--- config.mk ---
export PLATFORM = sky130hd
export DESIGN_NAME = host_port_rate_limit_regs
export DESIGN_NICKNAME = d
export VERILOG_FILES = /design/src/rtl/host_port_rate_limit_pkg.sv /design/src/rtl/host_port_rate_limit_regs.sv
export SDC_FILE = /design/constraint.sdc
export NUM_CORES = 1
export LEC_CHECK = 0
export ABC_AREA = 1
export BUFFER_PORTS_ARGS = -buffer_cell sky130_fd_sc_hd__buf_4
export CAP_MARGIN = 20
export CORE_ASPECT_RATIO = 0.7
export CORE_UTILIZATION = 65
export DETAILED_ROUTE_END_ITERATION = 8
export PLACE_DENSITY = 0.87
export SLEW_MARGIN = 20
export SYNTH_ARGS = -nofsm -noshare
export SYNTH_HDL_FRONTEND = slang
export SYNTH_SLANG_ARGS = --single-unit
--- constraint.sdc ---
create_clock -name clock -period 7.6 [get_ports clock]
set_clock_uncertainty 0.1 [all_clocks]
set_input_delay 0.76 -clock clock [delete_from_list [all_inputs] [get_ports clock]]
set_output_delay 0.76 -clock clock [all_outputs]
set_load 0.1 [all_outputs]
--- src/rtl/host_port_rate_limit_pkg.sv ---
// Purpose: shared constants and types for the host port rate limit register bank
// Assumes: 16-bit host register words, byte addresses on the host register port
// Notes:   one name per number; the module body uses only these names
package host_port_rate_limit_pkg;

  // ---------------------------------------------------------------
  // register byte offsets
  // ---------------------------------------------------------------
  localparam logic [7:0] host_port_control_three_off         = 8'ha2;
  localparam logic [7:0] host_port_ingress_rate_low_prio_off  = 8'ha4;
  localparam logic [7:0] host_port_ingress_rate_high_prio_off = 8'ha6;
  localparam logic [7:0] host_port_egress_rate_low_prio_off   = 8'ha8;
  localparam logic [7:0] host_port_egress_rate_high_prio_off  = 8'haa;

  // ---------------------------------------------------------------
  // field positions and write masks
  // ---------------------------------------------------------------
  localparam int         code_w          = 7;
  localparam int         code_even_lsb   = 0;    // priority 0 / 2 field
  localparam int         code_odd_lsb    = 8;    // priority 1 / 3 field
  localparam int         egress_en_bit   = 7;
  localparam int         preamble_bit    = 0;
  localparam int         ifg_bit         = 1;
  localparam int         mode_lsb        = 2;
  localparam logic [15:0] rate_wr_mask   = 16'h7f7f;
  localparam logic [15:0] egr0_wr_mask   = 16'h7fff;
  localparam logic [15:0] ctrl3_wr_mask  = 16'h000f;

  // ---------------------------------------------------------------
  // reset values
  // ---------------------------------------------------------------
  localparam logic [15:0] rate_rst       = 16'h0000;
  localparam logic [15:0] ctrl3_rst      = 16'h0002;
  localparam logic [6:0]  code_no_limit  = 7'h00;

  // ---------------------------------------------------------------
  // byte counting and timing
  // ---------------------------------------------------------------
  localparam logic [11:0] ifg_bytes      = 12'h00c;
  localparam logic [11:0] preamble_bytes = 12'h008;
  localparam int          clk_mhz        = 50;
  localparam int          refill_ns      = 1000;
  localparam int          refill_cycles  = (refill_ns * clk_mhz + 999) / 1000;

  // ---------------------------------------------------------------
  // types
  // ---------------------------------------------------------------
  typedef enum logic [1:0] {
    mode_all, mode_bc_mc_flood, mode_bc_mc, mode_bc
  } limit_mode_t;

  typedef struct packed {
    logic        valid;
    logic [1:0]  prio;
    logic [10:0] len;      // frame bytes, header to crc
    logic        is_bcast;
    logic        is_mcast;
    logic        is_flood;
  } frame_req_t;

endpackage : host_port_rate_limit_pkg

--- src/rtl/host_port_rate_limit_regs.sv ---
// Purpose: host port per-priority ingress/egress rate limit registers and limiter
// Assumes: single clock, host register strobes and frame requests synchronous
// Notes:   one byte-credit bucket per direction and priority
//
// Operation
// - ingress low register bits 14:8 limit received priority 1 frames
// - ingress low register bits 6:0 limit received priority 0 frames
// - ingress high register bits 14:8 limit received priority 3 frames
// - ingress high register bits 6:0 limit received priority 2 frames
// - egress low register bits 14:8 limit transmitted priority 1 frames
// - egress low register bits 6:0 limit transmitted priority 0 frames
// - egress high register bits 14:8 limit transmitted priority 3 frames
// - egress high register bits 6:0 limit transmitted priority 2 frames
// - code zero, the reset value, means no limit at all
// - egress limiting only while egress low register bit 7 is set
// - ingress mode picks counted frames: all, bc/mc/flood, bc/mc, bc
// - gap control adds 12 bytes per frame to both directions' cost
// - preamble control adds 8 bytes per frame to both directions' cost
`timescale 1ns/1ps
module host_port_rate_limit_regs
  import host_port_rate_limit_pkg::*;
#(
  parameter int          credit_w        = 16,
  parameter int          rate_step_bytes = 1,
  parameter logic [15:0] bucket_max      = 16'h4000
) (
  // clock and reset
  input  wire logic        clock,
  input  wire logic        rst_n,
  // host register port
  input  wire logic        reg_wr,
  input  wire logic        reg_rd,
  input  wire logic [7:0]  reg_addr,
  input  wire logic [1:0]  reg_be,
  input  wire logic [15:0] reg_wdata,
  output logic      [15:0] reg_rdata_r,
  // frame requests, index 0 ingress, index 1 egress
  input  wire frame_req_t  ing_req,
  input  wire frame_req_t  egr_req,
  // verdicts, one cycle after a request
  output logic             ing_pass_r,
  output logic             ing_drop_r,
  output logic             egr_pass_r,
  output logic             egr_drop_r
);

  // ---------------------------------------------------------------
  // register storage
  // ---------------------------------------------------------------
  // control three sits here as well: mode and byte counting steer the limiter
  logic [15:0] ing_low_r, ing_high_r, egr_low_r, egr_high_r, ctrl3_r;
  logic [15:0] ing_low_nxt, ing_high_nxt, egr_low_nxt, egr_high_nxt, ctrl3_nxt;

  // byte-lane merge with reserved bits forced to zero
  function automatic logic [15:0] merge(input logic [15:0] old, input logic [15:0] wd,
                                        input logic [1:0] be, input logic [15:0] msk);
    logic [15:0] v;
    v = old;
    if (be[0]) v[7:0]  = wd[7:0];
    if (be[1]) v[15:8] = wd[15:8];
    return v & msk;
  endfunction : merge

  // address decode
  wire logic hit_ctrl3 = reg_addr == host_port_control_three_off;
  wire logic hit_il    = reg_addr == host_port_ingress_rate_low_prio_off;
  wire logic hit_ih    = reg_addr == host_port_ingress_rate_high_prio_off;
  wire logic hit_el    = reg_addr == host_port_egress_rate_low_prio_off;
  wire logic hit_eh    = reg_addr == host_port_egress_rate_high_prio_off;

  assign ctrl3_nxt    = (reg_wr && hit_ctrl3) ? merge(ctrl3_r, reg_wdata, reg_be, ctrl3_wr_mask)
                                              : ctrl3_r;
  assign ing_low_nxt  = (reg_wr && hit_il) ? merge(ing_low_r, reg_wdata, reg_be, rate_wr_mask)
                                           : ing_low_r;
  assign ing_high_nxt = (reg_wr && hit_ih) ? merge(ing_high_r, reg_wdata, reg_be, rate_wr_mask)
                                           : ing_high_r;
  assign egr_low_nxt  = (reg_wr && hit_el) ? merge(egr_low_r, reg_wdata, reg_be, egr0_wr_mask)
                                           : egr_low_r;
  assign egr_high_nxt = (reg_wr && hit_eh) ? merge(egr_high_r, reg_wdata, reg_be, rate_wr_mask)
                                           : egr_high_r;

  // read mux, unmapped addresses read zero
  // a write and a read in one cycle: the read returns the word before the write
  wire logic [15:0] rdata_sel =
      hit_ctrl3 ? ctrl3_r : hit_il ? ing_low_r : hit_ih ? ing_high_r :
      hit_el ? egr_low_r : hit_eh ? egr_high_r : 16'h0000;

  // registers and read data
  always_ff @(posedge clock or negedge rst_n) begin
    if (!rst_n) begin
      ctrl3_r     <= ctrl3_rst;
      ing_low_r   <= rate_rst;
      ing_high_r  <= rate_rst;
      egr_low_r   <= rate_rst;
      egr_high_r  <= rate_rst;
      reg_rdata_r <= 16'h0000;
    end else begin
      ctrl3_r     <= ctrl3_nxt;
      ing_low_r   <= ing_low_nxt;
      ing_high_r  <= ing_high_nxt;
      egr_low_r   <= egr_low_nxt;
      egr_high_r  <= egr_high_nxt;
      reg_rdata_r <= reg_rd ? rdata_sel : reg_rdata_r;
    end
  end

  // ---------------------------------------------------------------
  // decoded configuration
  // ---------------------------------------------------------------
  // entries 0 to 3 are ingress priorities, 4 to 7 egress priorities
  logic [6:0] code_w_arr [8]; // index {dir, prio}
  assign code_w_arr[0] = ing_low_r[code_even_lsb +: code_w];
  assign code_w_arr[1] = ing_low_r[code_odd_lsb +: code_w];
  assign code_w_arr[2] = ing_high_r[code_even_lsb +: code_w];
  assign code_w_arr[3] = ing_high_r[code_odd_lsb +: code_w];
  assign code_w_arr[4] = egr_low_r[code_even_lsb +: code_w];
  assign code_w_arr[5] = egr_low_r[code_odd_lsb +: code_w];
  assign code_w_arr[6] = egr_high_r[code_even_lsb +: code_w];
  assign code_w_arr[7] = egr_high_r[code_odd_lsb +: code_w];

  // egress needs its enable bit; ingress limiting has no enable of its own
  wire logic        egress_en = egr_low_r[egress_en_bit];
  wire limit_mode_t mode      = limit_mode_t'(ctrl3_r[mode_lsb +: 2]);

  // which ingress frames count against the limit
  logic ing_counted;
  always_comb begin
    unique case (mode)
      mode_all:         ing_counted = 1'b1;
      mode_bc_mc_flood: ing_counted = ing_req.is_bcast | ing_req.is_mcast | ing_req.is_flood;
      mode_bc_mc:       ing_counted = ing_req.is_bcast | ing_req.is_mcast;
      mode_bc:          ing_counted = ing_req.is_bcast;
    endcase
  end

  // per-frame overhead bytes shared by both directions
  wire logic [11:0] overhead =
      (ctrl3_r[ifg_bit] ? ifg_bytes : 12'h000) +
      (ctrl3_r[preamble_bit] ? preamble_bytes : 12'h000);
  wire logic [11:0] ing_cost = {1'b0, ing_req.len} + overhead;
  wire logic [11:0] egr_cost = {1'b0, egr_req.len} + overhead;

  // code to bytes per refill interval; linear table, replace to match silicon
  function automatic logic [credit_w-1:0] rate_of(input logic [6:0] code);
    return credit_w'(int'(code) * rate_step_bytes);
  endfunction : rate_of

  // ---------------------------------------------------------------
  // refill tick
  // ---------------------------------------------------------------
  logic [15:0] tick_cnt_r;
  wire  logic  tick = tick_cnt_r == 16'(refill_cycles - 1);

  // free-running; one shared strobe keeps all buckets on the same interval
  always_ff @(posedge clock or negedge rst_n) begin
    if (!rst_n) tick_cnt_r <= 16'h0000;
    else        tick_cnt_r <= tick ? 16'h0000 : tick_cnt_r + 16'h0001;
  end

  // ---------------------------------------------------------------
  // credit buckets
  // ---------------------------------------------------------------
  // limitation: an idle bucket banks up to bucket_max, so a burst can follow
  logic [credit_w-1:0] credit_r [8];
  logic [7:0]          limited_w;
  logic [7:0]          ok_w;

  for (genvar g = 0; g < 8; g++) begin : g_bucket
    localparam logic       dir  = (g >= 4);
    localparam logic [1:0] prio = 2'(g % 4);

    wire frame_req_t  req   = dir ? egr_req : ing_req;
    wire logic [11:0] cost  = dir ? egr_cost : ing_cost;
    wire logic        count = dir ? egress_en : ing_counted;
    wire logic        hit   = req.valid && (req.prio == prio);
    // zero code bypasses the bucket entirely
    assign limited_w[g] = count && (code_w_arr[g] != code_no_limit);
    assign ok_w[g]      = credit_r[g] >= credit_w'(cost);

    // refill runs even while limiting is off, so enabling starts from banked credit
    // deduct and refill in one step so neither is lost
    wire logic [credit_w:0] after_use =
        (hit && limited_w[g] && ok_w[g]) ? {1'b0, credit_r[g]} - (credit_w+1)'(cost)
                                         : {1'b0, credit_r[g]};
    wire logic [credit_w:0] after_fill =
        tick ? after_use + {1'b0, rate_of(code_w_arr[g])} : after_use;
    wire logic [credit_w-1:0] credit_nxt =
        (after_fill > (credit_w+1)'(bucket_max)) ? credit_w'(bucket_max)
                                                 : after_fill[credit_w-1:0];

    always_ff @(posedge clock or negedge rst_n) begin
      if (!rst_n) credit_r[g] <= '0;
      else        credit_r[g] <= credit_nxt;
    end
  end

  // ---------------------------------------------------------------
  // verdicts
  // ---------------------------------------------------------------
  // verdict reads credit before this cycle's deduction and refill
  wire logic [2:0] ing_idx = {1'b0, ing_req.prio};
  wire logic [2:0] egr_idx = {1'b1, egr_req.prio};
  wire logic ing_ok = !limited_w[ing_idx] || ok_w[ing_idx];
  wire logic egr_ok = !limited_w[egr_idx] || ok_w[egr_idx];

  // excess frames are dropped rather than held; no buffer here
  always_ff @(posedge clock or negedge rst_n) begin
    if (!rst_n) begin
      ing_pass_r <= 1'b0;
      ing_drop_r <= 1'b0;
      egr_pass_r <= 1'b0;
      egr_drop_r <= 1'b0;
    end else begin
      ing_pass_r <= ing_req.valid && ing_ok;
      ing_drop_r <= ing_req.valid && !ing_ok;
      egr_pass_r <= egr_req.valid && egr_ok;
      egr_drop_r <= egr_req.valid && !egr_ok;
    end
  end

endmodule : host_port_rate_limit_regs

### After elaboration in Yosys (flattened, before gate mapping)

Cells that the tools add are included.

| storage, ports and cells | value |
|---|---|
| word-level logic and storage cells | 186 |
| register bits after elaboration | 225 |
| input port bits | 64 |

| operators by class | value |
|---|---|
| multiplexer cells | 41 |
| magnitude comparators | 18 |
| $add $sub $neg | 20 |
| bitwise logic cells | 2 |
| reductions and logical operators | 67 |
| equal/unequal tests | 15 |

Operators with widths:

| operator | number |
|---|---|
| $mux 17 | 16 |
| $mux 16 | 9 |
| $add 17x7->17 | 8 |
| $gt 17x15->1 const B | 8 |
| $sub 16x12->17 | 8 |
| $ge 16x12->1 | 8 |
| $mux 15 | 5 |
| $reduce_bool 7->1 | 8 |
| $logic_and 1x1->1 | 41 |
| $eq 8x8->1 const B | 5 |
| $add 11x5->12 | 2 |
| $reduce_and 2->1 | 9 |
| $add 16x1->16 const B | 1 |
| $eq 16x6->1 const B | 1 |
| $eq 2x2->1 const B | 6 |
| $bmux 1 s2 | 4 |
| $mux 4 | 2 |
| $eq 2x1->1 const B | 3 |
| $logic_not 2->1 | 3 |
| $add 4x4->5 | 1 |
| $logic_not 1->1 | 4 |
| $lt 2x4->1 const B | 1 |
| $lt 3x4->1 const B | 1 |
| $mux 1 | 4 |
| other kinds (3) | 5 |

### Depth between registers and ports, before layout

Gate-level depths: netlist of run 1.

| logic depth | value |
|---|---|
| depth in word-level cells | 11 |
| mapped depth | 44 |
| mapped depth without buffers | 42 |

### Least setup slack after synthesis of run 1

Ideal clock, no wire load.

| path | value |
|---|---|
| kind | input port to flip-flop |
| start point | in egr_req[5] (netlist name) |
| end point | reg credit_r[56] (netlist name) |
| path buffers | 3 |
| required time | 7384 ps |
| setup slack | 1736 ps |
| cell stages on the path | 38 |
| data arrival time | 5648 ps |
| cells stage by stage | ha_1 -> inv_1 -> fa_1 -> inv_1 -> nand3_2 -> nand2_2 -> xor2_1 -> ha_1 -> inv_1 -> o21ai_0 -> a21oi_1 -> nand3_1 -> nand3_2 -> nand2_1 -> nand2_2 -> nand3_4 -> nand2_4 -> buf_6 -> [2 not listed] -> nand2_1 -> ha_1 -> inv_1 -> fa_1 -> o31ai_1 -> nand3_1 -> nand2_1 -> nand2_1 -> a21oi_1 -> nand2_1 -> nor2_2 -> nand2_1 -> nor2_1 -> xor2_1 -> nand2_1 -> nand2_2 -> buf_6 -> nor2_2 |

| between the ends | value |
|---|---|
| word-level cells in the longest chain between the ends | 8 |
| elaborated cells on any way between the ends | 9 |
| those cells by class | add/sub (3); order compare (2); mux (3); reduce/logical (1) |

Ends and longest elaborated chain:

| item | RTL line | source |
|---|---|---|
| from (decl) | host_port_rate_limit_regs.sv:39 | `input wire frame_req_t egr_req,` |
| $add 11x5->12 * | host_port_rate_limit_regs.sv:141 | `wire logic [11:0] egr_cost = {1'b0, egr_req.len} + overhead;` |
| $ge 16x12->1 | host_port_rate_limit_regs.sv:178 | `assign ok_w[g] = credit_r[g] >= credit_w'(cost);` |
| $logic_and 1x1->1 | host_port_rate_limit_regs.sv:183 | `(hit && limited_w[g] && ok_w[g]) ? {1'b0, credit_r[g]} - (credit_w+1)'(cost)` |
| $mux 17 * | host_port_rate_limit_regs.sv:183 |  |
| $add 17x7->17 | host_port_rate_limit_regs.sv:186 | `tick ? after_use + {1'b0, rate_of(code_w_arr[g])} : after_use;` |
| $mux 17 * | host_port_rate_limit_regs.sv:186 |  |
| $gt 17x15->1 | host_port_rate_limit_regs.sv:188 | `(after_fill > (credit_w+1)'(bucket_max)) ? credit_w'(bucket_max)` |
| $mux 16 * | host_port_rate_limit_regs.sv:188 |  |
| net g_bucket[4].credit_nxt[8] | host_port_rate_limit_regs.sv:187 | `wire logic [credit_w-1:0] credit_nxt =` |
| to (signal, indexed assignment) | host_port_rate_limit_regs.sv:193 | `else credit_r[g] <= credit_nxt;` |
| to (decl) | host_port_rate_limit_regs.sv:164 | `logic [credit_w-1:0] credit_r [8];` |

The timed path passes the listed nets; every way through them passes the cells marked *.
A chain may end at the register's enable or synchronous reset.

### Final worst setup path of run 1

| path | value |
|---|---|
| start point | reg ctrl3_r[1] |
| end point | reg credit_r[80] (netlist name) |

| between the ends | value |
|---|---|
| word-level cells in the longest chain between the ends | 10 |
| elaborated cells on any way between the ends | 11 |
| those cells by class | add/sub (4); order compare (2); mux (4); reduce/logical (1) |

Ends and longest elaborated chain:

| item | RTL line | source |
|---|---|---|
| from (decl) | host_port_rate_limit_regs.sv:51 | `logic [15:0] ing_low_r, ing_high_r, egr_low_r, egr_high_r, ctrl3_r;` |
| from (signal assigned) | host_port_rate_limit_regs.sv:91 | `ctrl3_r <= ctrl3_rst;` |
| from (signal assigned) | host_port_rate_limit_regs.sv:98 | `ctrl3_r <= ctrl3_nxt;` |
| $mux 4 * | host_port_rate_limit_regs.sv:138 | `(ctrl3_r[ifg_bit] ? ifg_bytes : 12'h000) +` |
| $add 4x4->5 * | host_port_rate_limit_regs.sv:138 |  |
| $add 11x5->12 * | host_port_rate_limit_regs.sv:140 | `wire logic [11:0] ing_cost = {1'b0, ing_req.len} + overhead;` |
| $ge 16x12->1 | host_port_rate_limit_regs.sv:178 |  |
| $logic_and 1x1->1 | host_port_rate_limit_regs.sv:183 |  |
| $mux 17 * | host_port_rate_limit_regs.sv:183 |  |
| $add 17x7->17 | host_port_rate_limit_regs.sv:186 |  |
| $mux 17 * | host_port_rate_limit_regs.sv:186 |  |
| $gt 17x15->1 | host_port_rate_limit_regs.sv:188 |  |
| $mux 16 * | host_port_rate_limit_regs.sv:188 |  |
| net g_bucket[2].credit_nxt[0] | host_port_rate_limit_regs.sv:187 |  |

Marked as above.

==> results of run 1 <==
[per-layer routing]
metal / share of wire, % / vias up
met4: 2.7 / 0
li1: - / 11400
met3: 12 / 174
met1: 42 / 11000
met5: 0 / -
met2: 43 / 1313
[worst reg2reg max path, delay by kind of cell, from the launching register on]
family,cells,cell delay [ns]
AO/OA/AOI/OAI,6,1.09
XOR/XNOR,1,0.76
adder cells (fa/ha/maj),5,1.70
buffers and inverters,3,0.25
flip-flops,1,0.59
AND/OR/NAND/NOR,19,2.57
[Yosys cell counts (all sizes together), types with 3 or more instances]
cell type / instances
clkinv: 3
o31ai: 8
nand3b: 42
buf: 35
a21boi: 4
fa: 18
a21oi: 104
nand4: 52
nor4: 12
clkbuf: 30
nor3: 53
inv: 519
or2: 16
nand3: 356
xnor2: 59
a211oi: 14
o21ai: 160
o21bai: 25
and2: 15
dfrtp: 223
o211ai: 3
ha: 153
a21o: 5
xor2: 92
a31oi: 9
nand2: 1048
and3: 3
a221oi: 7
o22ai: 9
nor2: 412
[layout make-up]
| type | count | share of cell area, % |
|---|---|---|
| clock buffers | 29 | 2.73 |
| clock inverters | 19 | 1.15 |
| inverters | 522 | 7.83 |
| multi-input cells | 2700 | 60.3 |
| flip-flops and latches | 224 | 22.4 |
| well taps | 472 | 2.36 |
| repair buffers | 105 | 3.26 |
[per-stage QoR]
stage               instances  hold WS [ns]  total power, uW  setup slack (ns)  instance area [sq um]
floorplan                3511         0.361             1670              1.74                  23100
global route             4071         0.133             3400            0.0485                  25000
finish                   4071        0.0821             3290             0.469                  25000
detailed placement       4022         0.377             1840             0.651                  24000
CTS                      4070         0.105             3280             0.669                  25000
global placement         4022         0.369             1820             0.880                  24000
[kinds of logic (layout without fill, tap and decap cells)]
family	after synthesis	in the layout	share of synthesized area [%]
other	1	9	0.0163
and+or+nand+nor	2009	2009	40.5
adders and majority gates	171	171	9.87
buffers and inverters	587	675	10.4
DFF	224	224	24.3
muxes	1	1	0.0489
xor gates and xnor gates	151	151	5.84
AOI/OAI and AO/OA	359	359	9.00
[how the worst min path moves through the flow]
stage	depth (start not counted)	slack (ns)	to
floorplan	0	0.36	credit_r[0]$_DFF_PN0_
global placement	2	0.37	reg_rdata_r[9]$_DFFE_PN0P_
detailed placement	2	0.38	reg_rdata_r[13]$_DFFE_PN0P_
CTS	1	0.10	credit_r[43]$_DFF_PN0_
global route	1	0.13	credit_r[43]$_DFF_PN0_
finish	1	0.08	credit_r[43]$_DFF_PN0_
[sequential cells by signal (all words and copies together), names as in the netlist, 4 cells and up]
register,flops
credit_r,128
ing_low_r,14
reg_rdata_r,15
egr_low_r,15
tick_cnt_r,16
ing_high_r,14
ctrl3_r,4
egr_high_r,14
[cells in the final DEF (no fill, tap or decap), types with 16 or more instances in the layout]
cell type / synthesis / routed
a21oi_1: 100 / 100
buf_4: 4 / 102
clkbuf_16: 0 / 26
dfrtp_1: 223 / 223
fa_1: 18 / 18
ha_1: 153 / 153
inv_1: 507 / 507
nand2_1: 972 / 972
nand2_2: 60 / 60
nand3_1: 332 / 332
nand3_2: 17 / 17
nand3b_1: 42 / 42
nand4_1: 50 / 50
nor2_1: 299 / 299
nor2_2: 95 / 95
nor2_4: 18 / 18
nor3_1: 44 / 44
o21ai_0: 143 / 143
o21bai_1: 24 / 24
or2_2: 16 / 16
xnor2_1: 57 / 57
xor2_1: 91 / 91
[power by group]
| part | switching (uW) | internal (uW) | total, uW |
|---|---|---|---|
| clock | 592 | 858 | 1450 |
| combinational | 416 | 187 | 603 |
| sequential | 23.0 | 1210 | 1240 |
| total | 1030 | 2260 | 3290 |
==> impl_metrics.csv, run 1 <==
group,metric,value,unit
place,gp_congestion,0.994,
detailed_routing,drc,0,
worst_setup_path,reg2reg_slack,0.47,ns
power_and_ir_drop,powerDensity,131,mW/mm^2
clocking,cts_root_buf,"clkbuf_16",
detailed_routing,vias,23800,
sta,relSlewSlack,23.1,%
die,rows,57,
clocking,cts_setup_buffers,0,
clocking,cts_resized,0,
worst_setup_path,regToRegEndpoint,"credit_r[80]$_DFF_PN0_",
global_routing,grt_util_met3,8.12,%
logic_synthesis,syn_avg_cell_area,6.58,sq um
sta,slew_viol_final,0,
logic_synthesis,synth_flop_cell,"dfrtp_1",
logic_synthesis,ys_warn_count,0,
global_routing,met2_usage,57.8,%
layout,area_growth,8.56,%
global_routing,grt_pass1_vias,22600,
worst_setup_path,crit_path_max_incr_delay,0.76,ns
worst_setup_path,path_max_fanout,18,
global_routing,gr-usage-met1,54.2,%
layout,num-fill-cells,2862,
status,outcome,"finished, final reports clean",
logic_synthesis,synth_seq_cells,224,
logic_synthesis,synth.area.top_cells,"dfrtp_1 24%, nand2_1 16%, ha_1 8.3%",
global_routing,top_usage_layer,"met2",
sta,fmax,0.140,GHz
sta,hold_viol,0,
clocking,cts_buffers,26,
detailed_routing,wl,68500,microns
die,fp.dieArea,0.0362,sq mm
detailed_routing,postRouteAntennaNets,0,
detailed_routing,wl_per_cell,16.8,microns
clocking,clk_pin_slew,0.07,ns
worst_setup_path,critPathRequiredTime,8.00,ns
logic_synthesis,syn_inst,3503,
worst_setup_path,startpoint,"ctrl3_r[1]$_DFFE_PN1P_",
layout,multi_input_area,0.0151,sq mm
clocking,cts_sinks,224,
sta,setup_viol,0,
hold_path,hold_path_class,"input pin to async pin",
worst_setup_path,critPathLaunchType,"flop",
clocking,cts_buffer_depth,3,
die,die_y,160,microns
worst_setup_path,crit_buf_inv,3,
worst_setup_path,crit_top_cell,"nand2_1",
sta,rsz0062_at_grt,"no",
logic_synthesis,syn-cell-area,0.0230,sq mm
global_routing,grt_pass1_wl,111000,microns
clocking,cts_htree_levels,1,
worst_setup_path,cp-endpoint,"credit_r[80]$_DFF_PN0_",
logic_synthesis,synth_cell_types,62,
logic_synthesis,post-synth-top-area-cell,"dfrtp_1",
detailed_routing,drtIter0Drc,2674,
worst_setup_path,crit_arrival,7.53,ns
sta,worst_pin_slew,1.15,ns
global_routing,grt_max_degree,142,
layout,n_antenna_cell,0,
layout,drive_gt1_share,11.7,%
global_routing,grt_overflow,0,
worst_setup_path,crit_slowest_cell,"xor2_1",
place,port_buffers,78,
logic_synthesis,async_flop_share,100,%
place,dp_hpwl,52600,microns
clocking,cts_tree,"done",
power_and_ir_drop,peakVddDrop,0.161,mV
worst_setup_path,path_class,"flop to flop",
die,fp.coreArea,0.0348,sq mm
die,die_x,227,microns
logic_synthesis,ys_seq_area_share,24.3,%
sta,finalCriticalPeriod,7.13,ns
layout,final_nets,3814,
worst_setup_path,worstSetupPathDepth,34,
global_routing,grt_use_total,37.9,%
worst_setup_path,endpoint_kind,"flop",
logic_synthesis,synth_edf_count,0,
die,ios,84,
sta,fin_crit_sh,93.8,%
worst_setup_path,r2r_cells,34,
clocking,hold_buffers,0,
logic_synthesis,synth_top_cell_area_share,24.2,%
layout,fin_util,71.9,%
detailed_routing,firstDrtPassIters,6,
sta,tns,0,ns
layout,regArea,0.00561,sq mm
power_and_ir_drop,leakage,0.0132,uW
flow_run,cap_violations,0,
worst_setup_path,rr_startpoint,"ctrl3_r[1]$_DFFE_PN1P_",
clocking,clk_latency,0.58,ns
global_routing,grt_antenna_before_repair,0,
die,start_util,66.2,%
detailed_routing,via_per_inst,5.86,
worst_setup_path,crit_family,"simple AND/OR/NAND/NOR gates",
(Power assumes the default switching activity.)
==> run 2: changes to the inputs <==
==> constraint.sdc (replaced) <==
create_clock -name clock -period 7.9 [get_ports clock]
set_clock_uncertainty 0.1 [all_clocks]
set_input_delay 0.79 -clock clock [delete_from_list [all_inputs] [get_ports clock]]
set_output_delay 0.79 -clock clock [all_outputs]
set_load 0.1 [all_outputs]
==> run 2 against run 1 <==
Compared with the run above:
- combinational power fell by 4.3%
- critical path type unchanged
- sequential power fell by 4%
- die area did not move
- non-clock buffer count fell by 9
- first-iteration DRC count rose by 0.19%
- sequential share of layout area rose by 0.12 points
- clock power fell by 9.7%
- global-route usage rose by 0.16 points
- register-to-register slack improved by 0.05 ns
- sequential cell count did not move
- core utilization fell by 0.40 points
- via count fell by 0.48%
==> impl_metrics.csv, run 2 (synthesized netlist as in run 1, its figures left out) <==
group,metric,value,unit
die,rows,57,
detailed_routing,vias,23700,
sta,fmax,0.136,GHz
global_routing,grt_use_total,38.1,%
detailed_routing,via_per_inst,5.84,
clocking,cts_resized,0,
worst_setup_path,path_class,"flop to flop",
layout,drive_gt1_share,11.4,%
sta,fin_crit_sh,93.4,%
sta,worst_pin_slew,1.10,ns
worst_setup_path,crit_arrival,7.77,ns
sta,hold_viol,0,
die,die_y,160,microns
layout,multi_input_area,0.0151,sq mm
worst_setup_path,critPathLaunchType,"flop",
clocking,cts_setup_buffers,0,
power_and_ir_drop,powerDensity,124,mW/mm^2
layout,largest_register_ffs,128,
detailed_routing,wl,68400,microns
detailed_routing,postRouteAntennaNets,0,
clocking,cts_tree,"done",
clocking,clk_pin_slew,0.07,ns
detailed_routing,firstDrtPassIters,6,
detailed_routing,drtIter0Drc,2679,
die,start_util,66.2,%
sta,setup_viol,0,
place,dp_hpwl,52700,microns
layout,fin_util,71.5,%
layout,final_cell_mix,"972 x nand2_1, 507 x inv_1, 332 x nand3_1",
sta,tns,0,ns
clocking,cts_sinks,224,
detailed_routing,wl_per_cell,16.9,microns
sta,slew_viol_final,0,
sta,finalCriticalPeriod,7.38,ns
power_and_ir_drop,peakVddDrop,0.180,mV
global_routing,grt_pass1_vias,22400,
power_and_ir_drop,net-switching-power,969,uW
flow_run,cap_violations,0,
power_and_ir_drop,leakage,0.0132,uW
sta,rsz0062_at_grt,"no",
power_and_ir_drop,clockPowerShare,42.7,%
place,port_buffers,78,
power_and_ir_drop,seqPwrFrac,38.6,%
power_and_ir_drop,switching_share,31.5,%
worst_setup_path,crit_path_max_incr_delay,0.63,ns
global_routing,grt_max_degree,120,
layout,final_common_cell,"nand2_1",
clocking,clk_latency,0.58,ns
layout,largest-register,"credit_r",
worst_setup_path,crit_top_cell,"nand2_1",
global_routing,grt_antenna_before_repair,2,
power_and_ir_drop,combPwrFrac,18.8,%
layout,num-fill-cells,2869,
hold_path,hold_path_class,"input pin to async pin",
layout,area_growth,7.97,%
die,fp.coreArea,0.0348,sq mm
layout,fin_cells,4061,
layout,top_regs,"credit_r: 128 flops, tick_cnt_r: 16 flops",
worst_setup_path,endpoint_kind,"flop",
layout,final_nets,3804,
global_routing,grt_overflow,0,
power_and_ir_drop,power,3080,uW
worst_setup_path,path_max_fanout,18,
global_routing,grt_pass1_wl,111000,microns
worst_setup_path,critPathRequiredTime,8.29,ns
place,gp_congestion,1.01,
clocking,cts_buffer_depth,3,
place,dp_cells,4013,
die,fp.dieArea,0.0362,sq mm
detailed_routing,drc,0,
worst_setup_path,crit_slowest_cell,"xor2_1",
clocking,cts_htree_levels,1,
clocking,cts_buffers,25,
status,outcome,"finished, final reports clean",
power_and_ir_drop,internal_power,2110,uW
die,die_x,227,microns
layout,regArea,0.00561,sq mm
clocking,hold_buffers,0,
clocking,cts_root_buf,"clkbuf_16",
sta,relSlewSlack,25.6,%
die,ios,84,
run 2: power by group through the flow:
stage | clock (uW) | sequential (uW) | combinational [uW]
floorplan | 0 | 1210 | 396
global placement | 0 | 1210 | 540
detailed placement | 0 | 1210 | 561
CTS | 1320 | 1190 | 565
global route | 1360 | 1190 | 637
finish | 1310 | 1190 | 577
run 2: path summary, 6_finish.rpt:
| path | from | to | slack, ns | cells past startpoint |
|---|---|---|---|---|
| worst max register to register | ctrl3_r[1]$_DFFE_PN1P_ | credit_r[81]$_DFF_PN0_ | 0.52 | 36 |
| worst min-delay path | rst_n | credit_r[43]$_DFF_PN0_ | 0.16 | 1 |
| worst min register to register | reg_rdata_r[11]$_DFFE_PN0P_ | reg_rdata_r[11]$_DFFE_PN0P_ | 0.39 | 2 |
| worst max-delay path | ctrl3_r[1]$_DFFE_PN1P_ | credit_r[81]$_DFF_PN0_ | 0.52 | 36 |
| min in group clock | reg_wdata[7] | egr_low_r[7]$_DFFE_PN0P_ | 0.39 | 2 |
| max in group asynchronous | rst_n | credit_r[16]$_DFF_PN0_ | 6.36 | 2 |
run 2: layout make-up:
class                      count  area share (%)
multi-input combinational   2700            60.6
sequential                   224            22.5
inverter                     522            7.88
timing repair buffer          96            3.01
clock buffer                  29            2.66
tap                          472            2.37
clock inverter                16           0.910
antenna                        2          0.0201
run 2: metal layers:
| metal | vias up | share of wire, % | GRT usage, % |
|---|---|---|---|
| li1 | 11300 | - | - |
| met1 | 10900 | 42 | 53.4 |
| met2 | 1294 | 42 | 57.6 |
| met3 | 171 | 12 | 8.93 |
| met4 | 0 | 3.3 | 12.7 |
| met5 | - | 0 | 0 |
run 2: per-stage QoR:
stage,area [sq um],hold WS [ns],setup WS [ns]
after floorplan,23100,0.361,2.01
after global placement,24000,0.369,0.905
after detailed placement,24000,0.380,0.542
after CTS,24900,0.206,0.645
after global routing,24900,0.249,0.0339
final,24900,0.157,0.523
run 2: critical path: cells and delay by family, from the launching register on:
kind,cells,cell delay [ns]
and+or+nand+nor,20,2.88
xor gates and xnor gates,1,0.63
adders and majority gates,5,1.68
DFF,1,0.60
AOI/OAI and AO/OA,6,1.04
buffers and inverters,4,0.36
